==> config.mk <==
export PLATFORM = sky130hd
export DESIGN_NAME = frs_top
export DESIGN_NICKNAME = d
export VERILOG_FILES = /design/src/design/frs_pkg.sv /design/src/design/frs_top.sv /design/src/design/frs_ramp.sv
export VERILOG_INCLUDE_DIRS = /design/src /design/src/design
export SDC_FILE = /design/constraint.sdc
export NUM_CORES = 2
export LEC_CHECK = 0
export BUFFER_PORTS_ARGS = -buffer_cell sky130_fd_sc_hd__buf_2
export CAP_MARGIN = 40
export CORE_MARGIN = 1
export CORE_UTILIZATION = 46
export DETAILED_ROUTE_END_ITERATION = 7
export GPL_TIMING_DRIVEN = 0
export PLACE_DENSITY_LB_ADDON = 0.12
export SLEW_MARGIN = 10
export SYNTH_ARGS = -nofsm -noshare
export SYNTH_HDL_FRONTEND = slang
export SYNTH_SLANG_ARGS = --single-unit
==> constraint.sdc <==
create_clock -name clk -period 372.2 [get_ports clk]
set_clock_uncertainty 0.15 [all_clocks]
set_input_delay 74.44 -clock clk [delete_from_list [all_inputs] [get_ports clk]]
set_output_delay 74.44 -clock clk [all_outputs]
set_load 0.005 [all_outputs]
==> src/design/frs_defines.svh <==
// constants for the frequency reference shaper
`ifndef FRS_DEFINES_SVH
`define FRS_DEFINES_SVH
`define FRS_CLK_HZ           10000000
`define FRS_MS_CYCLES        (`FRS_CLK_HZ / 1000)
`define FRS_FREQ_MAX         16'd6000
`define FRS_JOG_FREQ_MIN     16'd50
`define FRS_JOG_FREQ_MAX     16'd6000
`define FRS_JOG_TIME_MIN     16'd1
`define FRS_JOG_TIME_MAX     16'd200
`define FRS_RAMP_TIME_MIN    16'd1
`define FRS_RAMP_TIME_MAX    16'd36000
`define FRS_SKIP_WIDTH_MAX   16'd2000
`define FRS_CARRIER_MIN      16'd20
`define FRS_CARRIER_MAX      16'd120
`define FRS_DROOP_MAX        16'd1000
`define FRS_LOAD_RATED       16'd1000
`define FRS_REG_CTRL         8'h00
`define FRS_REG_STATUS       8'h04
`define FRS_REG_OUT_FREQ     8'h08
`define FRS_REG_MAIN_FREQ    8'h0c
`define FRS_REG_JOG_FREQ     8'h10
`define FRS_REG_JOG_ACC      8'h14
`define FRS_REG_JOG_DEC      8'h18
`define FRS_REG_SKIP_WIDTH   8'h1c
`define FRS_REG_ZERO_THR     8'h20
`define FRS_REG_ZERO_HYS     8'h24
`define FRS_REG_DROOP        8'h28
`define FRS_REG_CARRIER      8'h2c
`define FRS_REG_DEAD_TIME    8'h30
`define FRS_REG_ACC_BASE     8'h40
`define FRS_REG_DEC_BASE     8'h50
`define FRS_REG_SKIP_BASE    8'h60
`define FRS_REG_PRESET_BASE  8'h80
`define FRS_CTRL_RUN         0
`define FRS_CTRL_REV_PROHIB  1
`define FRS_CTRL_TRAVERSE    2
`define FRS_CTRL_PROGRAM     3
`define FRS_CTRL_PROG_REV    4
`define FRS_CTRL_ZERO_HYS_EN 5
`define FRS_CTRL_JOG         6
`define FRS_RESET_RAMP       16'd100
`define FRS_RESET_JOG_TIME   16'd60
`define FRS_RESET_JOG_FREQ   16'd500
`define FRS_RESET_CARRIER    16'd80
`endif

==> src/design/frs_pkg.sv <==
// types for the frequency reference shaper
package frs_pkg;
  typedef struct packed {
    logic [7:0]  adr;
    logic [31:0] dat;
    logic [3:0]  sel;
    logic        we;
    logic        cyc;
    logic        stb;
  } frs_wb_req_s;
  typedef struct packed {
    logic        keypad;
    logic        terminal;
    logic        host;
  } frs_jog_src_s;
  typedef enum logic [2:0] {
    FRS_IDLE, FRS_WAIT_START, FRS_RUN, FRS_TO_ZERO, FRS_DEAD
  } frs_state_e;
endpackage

==> src/design/frs_top.sv <==
// frequency reference shaper: presets, jog, skip bands, direction, hysteresis, droop
`timescale 1ns/1ps
`include "frs_defines.svh"
// Notes on behaviour
// two select inputs choose ramp set 1 to 4 in binary order
// both select inputs off uses ramp set 1
// jog ramps to jog frequency with its own acc and dec times
// jog request accepted from keypad, terminal or host
// fifteen preset references, each 0 to 600.0 Hz
// all preset terminals off selects main frequency source
// preset terminals form binary code, terminal 1 least significant
// run and stop come from command source, not preset terminals
// up to three skip bands keep steady output out of them
// reference inside a band clamps to the nearer band edge
// reversal ramps to zero, waits dead time, then runs new way
// reverse prohibit forces forward; else direction input selects
// programmed running ignores reverse prohibit
// traverse mode refuses direction change while running
// carrier frequency settable from 2.0 to 12.0 kHz
// large motors above 37 kW should use 2 kHz carrier
// after run, hold zero until reference reaches upper start level
// once running, stop only when reference reaches lower stop level
// output reduced with load by up to configured droop
// droop scales linearly, full droop at rated load
module frs_top
  import frs_pkg::*;
#(
  parameter int TICK_CYCLES = `FRS_MS_CYCLES
) (
  input  wire logic              clk,
  input  wire logic              rst_b,
  input  wire frs_pkg::frs_wb_req_s wb_req,
  input  wire logic              ramp_select_in0,
  input  wire logic              ramp_select_in1,
  input  wire logic [3:0]        preset_sel_in,
  input  wire logic [3:0]        preset_assigned,
  input  wire logic              direction_in,
  input  wire frs_pkg::frs_jog_src_s jog_req,
  input  wire logic [15:0]       analog_ref_in1,
  input  wire logic [15:0]       load_level,
  output logic [31:0]            wb_dat_o,
  output logic                   wb_ack_o,
  output logic [15:0]            out_freq_q,
  output logic                   out_reverse_q,
  output logic                   running_q,
  output logic [15:0]            carrier_freq_q
);
  import frs_pkg::*;

  logic [15:0] preset_q [15];
  logic [15:0] acc_q [4];
  logic [15:0] dec_q [4];
  logic [15:0] skip_q [3];
  logic [6:0]  ctrl_q;
  logic [15:0] main_freq_source_sel_q;
  logic [15:0] jog_freq_setting_q;
  logic [15:0] jog_acc_q;
  logic [15:0] jog_dec_q;
  logic [15:0] skip_band_width_q;
  logic [15:0] zero_freq_threshold_q;
  logic [15:0] zero_freq_hysteresis_q;
  logic [15:0] load_droop_q;
  logic [15:0] dead_time_q;
  logic [31:0] dead_cnt_q;
  frs_state_e  state_q;
  logic        dir_q;
  logic [15:0] ramp_freq;
  logic [15:0] target;
  logic [15:0] ref_sel;
  logic [15:0] ref_skip;
  logic [15:0] act_acc;
  logic [15:0] act_dec;
  logic        jog_active;
  logic        want_rev;
  logic [3:0]  preset_code;
  logic [15:0] upper_start_level;
  logic [15:0] lower_stop_level;
  logic [15:0] droop_amt;
  logic        wr;
  logic [31:0] rd_dat;

  function automatic logic [15:0] clamp16(input logic [31:0] v, input logic [15:0] lo,
                                          input logic [15:0] hi);
    if (v[15:0] < lo || v[31:16] != 16'h0) begin
      clamp16 = (v[31:16] != 16'h0) ? hi : lo;
    end else if (v[15:0] > hi) begin
      clamp16 = hi;
    end else begin
      clamp16 = v[15:0];
    end
  endfunction

  assign wr = wb_req.cyc && wb_req.stb && wb_req.we && !wb_ack_o;

  always_ff @(posedge clk or negedge rst_b) begin
    if (!rst_b) begin
      ctrl_q                 <= 7'h00;
      main_freq_source_sel_q <= 16'h0;
      jog_freq_setting_q     <= `FRS_RESET_JOG_FREQ;
      jog_acc_q              <= `FRS_RESET_JOG_TIME;
      jog_dec_q              <= `FRS_RESET_JOG_TIME;
      skip_band_width_q      <= 16'h0;
      zero_freq_threshold_q  <= 16'h0;
      zero_freq_hysteresis_q <= 16'h0;
      load_droop_q           <= 16'h0;
      carrier_freq_q         <= `FRS_RESET_CARRIER;
      dead_time_q            <= 16'h0;
      for (int i = 0; i < 15; i++) preset_q[i] <= 16'h0;
      for (int i = 0; i < 4; i++) begin
        acc_q[i] <= `FRS_RESET_RAMP;
        dec_q[i] <= `FRS_RESET_RAMP;
      end
      for (int i = 0; i < 3; i++) skip_q[i] <= 16'h0;
    end else if (wr && wb_req.sel[0]) begin
      unique case (wb_req.adr)
        `FRS_REG_CTRL:      ctrl_q <= wb_req.dat[6:0];
        `FRS_REG_MAIN_FREQ:
          main_freq_source_sel_q <= clamp16(wb_req.dat, 16'h0, `FRS_FREQ_MAX);
        `FRS_REG_JOG_FREQ:
          jog_freq_setting_q <= clamp16(wb_req.dat, `FRS_JOG_FREQ_MIN, `FRS_JOG_FREQ_MAX);
        `FRS_REG_JOG_ACC:
          jog_acc_q <= clamp16(wb_req.dat, `FRS_JOG_TIME_MIN, `FRS_JOG_TIME_MAX);
        `FRS_REG_JOG_DEC:
          jog_dec_q <= clamp16(wb_req.dat, `FRS_JOG_TIME_MIN, `FRS_JOG_TIME_MAX);
        `FRS_REG_SKIP_WIDTH:
          skip_band_width_q <= clamp16(wb_req.dat, 16'h0, `FRS_SKIP_WIDTH_MAX);
        `FRS_REG_ZERO_THR:
          zero_freq_threshold_q <= clamp16(wb_req.dat, 16'h0, `FRS_FREQ_MAX);
        `FRS_REG_ZERO_HYS:
          zero_freq_hysteresis_q <= clamp16(wb_req.dat, 16'h0, `FRS_FREQ_MAX);
        `FRS_REG_DROOP:
          load_droop_q <= clamp16(wb_req.dat, 16'h0, `FRS_DROOP_MAX);
        `FRS_REG_CARRIER:
          carrier_freq_q <= clamp16(wb_req.dat, `FRS_CARRIER_MIN, `FRS_CARRIER_MAX);
        `FRS_REG_DEAD_TIME: dead_time_q <= wb_req.dat[15:0];
        default: begin
          for (int i = 0; i < 4; i++) begin
            if (wb_req.adr == `FRS_REG_ACC_BASE + 8'(4 * i))
              acc_q[i] <= clamp16(wb_req.dat, `FRS_RAMP_TIME_MIN, `FRS_RAMP_TIME_MAX);
            if (wb_req.adr == `FRS_REG_DEC_BASE + 8'(4 * i))
              dec_q[i] <= clamp16(wb_req.dat, `FRS_RAMP_TIME_MIN, `FRS_RAMP_TIME_MAX);
          end
          for (int i = 0; i < 3; i++) begin
            if (wb_req.adr == `FRS_REG_SKIP_BASE + 8'(4 * i))
              skip_q[i] <= clamp16(wb_req.dat, 16'h0, `FRS_FREQ_MAX);
          end
          for (int i = 0; i < 15; i++) begin
            if (wb_req.adr == `FRS_REG_PRESET_BASE + 8'(4 * i))
              preset_q[i] <= clamp16(wb_req.dat, 16'h0, `FRS_FREQ_MAX);
          end
        end
      endcase
    end
  end

  // read mux; unmapped addresses read zero
  always_comb begin
    rd_dat = 32'h0;
    unique case (wb_req.adr)
      `FRS_REG_CTRL:       rd_dat = {25'h0, ctrl_q};
      `FRS_REG_STATUS:     rd_dat = {27'h0, dir_q, running_q, state_q};
      `FRS_REG_OUT_FREQ:   rd_dat = {16'h0, out_freq_q};
      `FRS_REG_MAIN_FREQ:  rd_dat = {16'h0, main_freq_source_sel_q};
      `FRS_REG_JOG_FREQ:   rd_dat = {16'h0, jog_freq_setting_q};
      `FRS_REG_JOG_ACC:    rd_dat = {16'h0, jog_acc_q};
      `FRS_REG_JOG_DEC:    rd_dat = {16'h0, jog_dec_q};
      `FRS_REG_SKIP_WIDTH: rd_dat = {16'h0, skip_band_width_q};
      `FRS_REG_ZERO_THR:   rd_dat = {16'h0, zero_freq_threshold_q};
      `FRS_REG_ZERO_HYS:   rd_dat = {16'h0, zero_freq_hysteresis_q};
      `FRS_REG_DROOP:      rd_dat = {16'h0, load_droop_q};
      `FRS_REG_CARRIER:    rd_dat = {16'h0, carrier_freq_q};
      `FRS_REG_DEAD_TIME:  rd_dat = {16'h0, dead_time_q};
      default: begin
        for (int i = 0; i < 4; i++) begin
          if (wb_req.adr == `FRS_REG_ACC_BASE + 8'(4 * i)) rd_dat = {16'h0, acc_q[i]};
          if (wb_req.adr == `FRS_REG_DEC_BASE + 8'(4 * i)) rd_dat = {16'h0, dec_q[i]};
        end
        for (int i = 0; i < 3; i++) begin
          if (wb_req.adr == `FRS_REG_SKIP_BASE + 8'(4 * i)) rd_dat = {16'h0, skip_q[i]};
        end
        for (int i = 0; i < 15; i++) begin
          if (wb_req.adr == `FRS_REG_PRESET_BASE + 8'(4 * i)) rd_dat = {16'h0, preset_q[i]};
        end
      end
    endcase
  end

  always_ff @(posedge clk or negedge rst_b) begin
    if (!rst_b) begin
      wb_ack_o <= 1'b0;
      wb_dat_o <= 32'h0;
    end else begin
      // ack drops after one cycle so a request still held is not taken twice
      wb_ack_o <= wb_req.cyc && wb_req.stb && !wb_ack_o;
      wb_dat_o <= (wb_req.cyc && wb_req.stb && !wb_req.we) ? rd_dat : 32'h0;
    end
  end

  // ramp set from the two select inputs, binary order
  always_comb begin
    logic [1:0] rs;
    rs = {ramp_select_in1, ramp_select_in0};
    act_acc = jog_active ? jog_acc_q : acc_q[rs];
    act_dec = jog_active ? jog_dec_q : dec_q[rs];
  end

  assign jog_active  = ctrl_q[`FRS_CTRL_JOG] &&
                       (jog_req.keypad || jog_req.terminal || jog_req.host);
  assign preset_code = preset_sel_in & preset_assigned;

  // reference: jog, preset table or main source
  always_comb begin
    if (jog_active) begin
      ref_sel = jog_freq_setting_q;
    end else if (preset_code == 4'h0) begin
      ref_sel = main_freq_source_sel_q;
    end else begin
      ref_sel = preset_q[preset_code - 4'h1];
    end
  end

  // skip bands clamp to the nearer edge
  always_comb begin
    logic [16:0] lo;
    logic [16:0] hi;
    logic [15:0] half;
    lo = 17'h0;
    hi = 17'h0;
    half = skip_band_width_q >> 1;
    ref_skip = ref_sel;
    // bands are applied in order, so an edge pushed into a later band moves again
    for (int i = 0; i < 3; i++) begin
      lo = (skip_q[i] > half) ? {1'b0, skip_q[i] - half} : 17'h0;
      hi = {1'b0, skip_q[i]} + {1'b0, half};
      if (half != 16'h0 && {1'b0, ref_skip} > lo && {1'b0, ref_skip} < hi) begin
        ref_skip = (ref_skip >= skip_q[i]) ? 16'(hi) : 16'(lo);
      end
    end
  end

  assign upper_start_level = 16'(({1'b0, zero_freq_threshold_q} +
                                  {1'b0, zero_freq_hysteresis_q} > 17'd65535) ? 17'd65535 :
                                 {1'b0, zero_freq_threshold_q} + {1'b0, zero_freq_hysteresis_q});
  assign lower_stop_level  = zero_freq_threshold_q;

  // requested direction
  always_comb begin
    if (ctrl_q[`FRS_CTRL_PROGRAM]) begin
      want_rev = ctrl_q[`FRS_CTRL_PROG_REV];
    end else if (ctrl_q[`FRS_CTRL_REV_PROHIB]) begin
      want_rev = 1'b0;
    end else begin
      want_rev = direction_in;
    end
  end

  // run sequencer; run comes from the control register run bit or an active jog request
  always_ff @(posedge clk or negedge rst_b) begin
    if (!rst_b) begin
      state_q    <= FRS_IDLE;
      dir_q      <= 1'b0;
      dead_cnt_q <= 32'h0;
    end else begin
      unique case (state_q)
        FRS_IDLE: begin
          if (ctrl_q[`FRS_CTRL_RUN] || jog_active) begin
            dir_q   <= want_rev;
            state_q <= FRS_WAIT_START;
          end
        end
        FRS_WAIT_START: begin
          if (!(ctrl_q[`FRS_CTRL_RUN] || jog_active)) state_q <= FRS_IDLE;
          else if (jog_active || !ctrl_q[`FRS_CTRL_ZERO_HYS_EN] ||
                   analog_ref_in1 >= upper_start_level) state_q <= FRS_RUN;
        end
        FRS_RUN: begin
          if (!(ctrl_q[`FRS_CTRL_RUN] || jog_active)) begin
            state_q <= FRS_TO_ZERO;
          end else if (ctrl_q[`FRS_CTRL_ZERO_HYS_EN] && !jog_active &&
                       analog_ref_in1 <= lower_stop_level) begin
            state_q <= FRS_TO_ZERO;
          end else if (want_rev != dir_q && !ctrl_q[`FRS_CTRL_TRAVERSE]) begin
            state_q <= FRS_TO_ZERO;
          end
        end
        FRS_TO_ZERO: begin
          // direction only changes once the output is at zero
          if (ramp_freq == 16'h0) begin
            dead_cnt_q <= 32'h0;
            state_q    <= (want_rev != dir_q && (ctrl_q[`FRS_CTRL_RUN] || jog_active))
                          ? FRS_DEAD : FRS_IDLE;
          end
        end
        FRS_DEAD: begin
          dead_cnt_q <= dead_cnt_q + 32'h1;
          // dead time in 0.1 s units
          if (dead_cnt_q >= 32'(dead_time_q) * 32'(TICK_CYCLES) * 32'd100) begin
            dir_q   <= want_rev;
            state_q <= FRS_WAIT_START;
          end
        end
        // codes past the dead state are unused; fall back to idle
        default: state_q <= FRS_IDLE;
      endcase
    end
  end

  assign target = (state_q == FRS_RUN) ? ref_skip : 16'h0;

  frs_ramp #(
    .TICK_CYCLES(TICK_CYCLES)
  ) u_ramp (
    .clk      (clk),
    .rst_b    (rst_b),
    .target   (target),
    .acc_time (act_acc),
    .dec_time (act_dec),
    .freq_q   (ramp_freq)
  );

  // droop proportional to load, full value at rated load
  always_comb begin
    logic [31:0] prod;
    logic [15:0] ld;
    // load above rated counts as rated, so droop never exceeds its setting
    ld = (load_level > `FRS_LOAD_RATED) ? `FRS_LOAD_RATED : load_level;
    prod = 32'(load_droop_q) * 32'(ld) / 32'(`FRS_LOAD_RATED);
    droop_amt = prod[15:0];
  end

  always_ff @(posedge clk or negedge rst_b) begin
    if (!rst_b) begin
      out_freq_q    <= 16'h0;
      out_reverse_q <= 1'b0;
      running_q     <= 1'b0;
    end else begin
      out_freq_q    <= (ramp_freq > droop_amt) ? ramp_freq - droop_amt : 16'h0;
      out_reverse_q <= dir_q;
      running_q     <= (state_q == FRS_RUN) || (ramp_freq != 16'h0);
    end
  end
endmodule

==> src/design/frs_ramp.sv <==
// linear ramp generator stepping an output toward a target
`timescale 1ns/1ps
module frs_ramp #(
  parameter int TICK_CYCLES = 10000
) (
  input  wire logic        clk,
  input  wire logic        rst_b,
  input  wire logic [15:0] target,
  input  wire logic [15:0] acc_time,
  input  wire logic [15:0] dec_time,
  output logic      [15:0] freq_q
);
  logic [31:0] tick_cnt_q;
  logic [31:0] acc_q;
  logic        tick;
  logic [15:0] time_sel;
  logic [31:0] step;
  logic [31:0] sum;
  logic [15:0] inc;

  assign tick = (tick_cnt_q == 32'(TICK_CYCLES - 1));
  assign time_sel = (target > freq_q) ? acc_time : dec_time;
  // full scale per time unit (0.1 s = 100 ticks of 1 ms)
  assign step = (time_sel == 16'h0000) ? 32'h0000_ffff : 32'h0000_ffff / 32'(time_sel);
  assign sum = acc_q + (step * 32'd6000) / 32'd100;
  assign inc = sum[31:16];

  always_ff @(posedge clk or negedge rst_b) begin
    if (!rst_b) begin
      tick_cnt_q <= 32'h0;
    end else begin
      tick_cnt_q <= tick ? 32'h0 : tick_cnt_q + 32'h1;
    end
  end

  // fractional accumulator: 6000 * 65536 / 100 per step in frac units
  always_ff @(posedge clk or negedge rst_b) begin
    if (!rst_b) begin
      acc_q  <= 32'h0;
      freq_q <= 16'h0;
    end else if (tick) begin
      if (target == freq_q) begin
        acc_q <= 32'h0;
      end else begin
        acc_q <= {16'h0, sum[15:0]};
        if (target > freq_q) begin
          freq_q <= (target - freq_q > inc) ? freq_q + inc : target;
        end else begin
          freq_q <= (freq_q - target > inc) ? freq_q - inc : target;
        end
      end
    end
  end
endmodule

==> impl_metrics.json <==
{
  "synth_top_area_share_pct": 15.7,
  "timing.setup.tns_ns": 0,
  "post_cts_buffers": 0,
  "cap_violations": 0,
  "synth-seq-area-share_pct": 16.7,
  "crit_top_cell": "a21oi_1",
  "dieArea_um2": 237000,
  "initial_core_util_pct": 46.4,
  "grt_pass1_wl_um": 671000,
  "core_um2": 233000,
  "hpwl_um": 378000,
  "port_buffers": 137,
  "gp_congestion": 1.07,
  "tightest_slew_ns": 1.16,
  "io_pins": 162,
  "synth_warnings": 0,
  "violations": "design-rule violations",
  "clockBufferDepth": 3,
  "root_buffer": "clkbuf_16",
  "totalWireLength_um": 457000,
  "cp_max_fo": 11,
  "die_y_um": 487,
  "slew_headroom_pct": 22.5,
  "clk_pin_slew_ns": 0.07,
  "status": "finished with violations",
  "post-synth-top-area-cell": "dfrtp_1",
  "hold_viol_final": 0,
  "ant_nets": 0,
  "hold_path_startpoint": "wb_ack_o",
  "worst_ep_required_time_ns": 372.69,
  "place_area_um2": 115000,
  "layout_commonest_cell": "nand2_1",
  "firstDrtPassIters": 8,
  "clkLatencyLatePin_ns": 0.76,
  "synthTopCellsByArea": "dfrtp_1 (16%), ha_1 (13%), fa_1 (6.8%)",
  "synth-edff-count": 0,
  "hp-class": "flop to flop",
  "worstSetupPathType": "input port to flop",
  "drc": 2,
  "ctsHtreeMaxLevel": 3,
  "synth_cell_types": 165,
  "ys_async_sr_fraction_pct": 100,
  "fin_nets": 15833,
  "ys_ff_latch": 718,
  "drt_iter0_markers": 11546,
  "setup_viol_count_final": 0,
  "netlist_area_um2": 108000,
  "grt_overflow": 0,
  "slowest_delay_ns": 0.90,
  "end_kind": "flop",
  "via_per_inst": 6.27,
  "routedWlPerCell_um": 26.1,
  "num_rows": 177,
  "cts-resized-gates": 0,
  "via_count": 109715,
  "mostFrequentLayoutCells": "nand2_1 (1,463), nor2_1 (1,185), ha_1 (1,095)",
  "grt_antenna_before_repair": 56,
  "rsz0062_at_grt": "false",
  "crit_start": "preset_sel_in[0]",
  "fin_crit_sh_pct": 69.1,
  "drive_gt1_share_pct": 8.33,
  "hold_depth": 1,
  "fin_area_um2": 118000,
  "max_freq_ghz": 0.00389,
  "die_w_um": 487,
  "reg2reg_depth": 797,
  "syn_to_final_growth_pct": 9.53,
  "clock_sinks": 718,
  "cp-start-kind": "input port",
  "cts_tree": "done",
  "cts_hold_buf": 0,
  "synth_ff_type": "dfrtp_1",
  "grt_usage_pct": 37.5,
  "grt_max_degree": 108,
  "fillers": 22780,
  "critPathSlowestCell": "a2111oi_0",
  "grt_pass1_vias": 103914,
  "numCtsBuffers": 84,
  "slew_viol_final": 0,
  "postSynthAreaPerCell_um2": 7.85,
  "cp_data_arrival_time_ns": 257.70,
  "reg2reg_from": "ctrl_q[6]",
  "layout_min_cycle_time_ns": 257.21,
  "syn_inst": 13758
}
==> registers in the layout (all words and copies together), names as in the netlist, 32 cells and up <==
register,count
preset_q,240
u_ramp.tick_cnt_q,32
skip_q,48
dec_q,64
dead_cnt_q,32
acc_q,64
==> cells by family after synthesis <==
kind of cell	share of synthesized area [%]
muxes	5.56
and+or+nand+nor	20.9
xor gates and xnor gates	7.00
other	0.00695
AOI/OAI and AO/OA	24.3
DFF	16.7
buffers and inverters	5.85
adders and majority gates	19.7
==> critical path: cells and delay by family <==
family	cells	cell delay, ns
XOR/XNOR	11	4.71
multiplexers	14	5.04
AO/OA/AOI/OAI	443	99.47
buffers and inverters	115	34.79
AND/OR/NAND/NOR	269	51.18
adder cells (fa/ha/maj)	49	16.06
==> through the flow <==
step                      hold WS [ns]  setup WS [ns]  utilization (%)  instances
after floorplan                  0.262         155.14                -      13873
after global placement           0.281         112.02             48.5      17142
after detailed placement         0.284         119.52             49.4      17312
after CTS                        0.306         119.19             50.7      17469
after global routing             0.352         101.28             50.7      17480
final                            0.305         114.99             50.8      17500
==> layer usage <==
metal / up-vias / track usage, % / routed length, um
li1: 50258 / - / -
met1: 53460 / 50.8 / 195000
met2: 4962 / 54.6 / 187000
met3: 1004 / 11.1 / 50700
met4: 31 / 16.7 / 24200
met5: - / 0.286 / 278
==> final timing paths <==
check | end | slack (ns)
min in group asynchronous | wb_ack_o | 73.42
worst min register to register | wb_ack_o | 0.30
worst min-delay path | wb_ack_o | 0.30
worst max-delay path | u_ramp.freq_q[1] | 114.99
worst max register to register | u_ramp.freq_q[1] | 190.89
max in group asynchronous | acc_q[18] | 296.63
==> area by class of cell <==
type                    instances  area (um2)  share of cell area (%)
plain buffers                 592        2530                    2.14
clock inverters                44         577                   0.488
multi-input cells           11556       84300                    71.3
repair buffers                315        2680                    2.26
diodes                         23        57.6                  0.0487
flip-flops and latches        718       18000                    15.2
clock buffers                 113        2420                    2.05
well taps                    3132        3920                    3.31
inverters                    1007        3780                    3.20
==> cell usage after synthesis (40+ instances only) <==
cell	number
a22o_1	49
nor2b_1	145
or3_1	81
ha_1	1095
and2_1	256
a21oi_1	943
xor2_1	226
clkbuf_1	467
a22oi_1	132
or2_2	83
a221oi_1	70
o21a_1	115
dfstp_2	40
fa_1	369
dfrtp_1	678
nor2_1	1186
mux2i_1	146
nor4_1	90
o211ai_1	91
o22ai_1	48
o21bai_1	183
nand3_1	339
a31oi_1	165
mux4_2	86
o31ai_1	102
nand2_1	1465
o21ai_1	63
mux2_2	189
a211oi_1	115
nand4_1	153
and3_1	144
a21o_1	310
nor3_1	226
xnor2_1	609
inv_1	992
o21ai_0	1030
nand2b_1	249
Power is not shown: default switching activity piles up to over one toggle a cycle in this logic, so the estimate is an artifact.
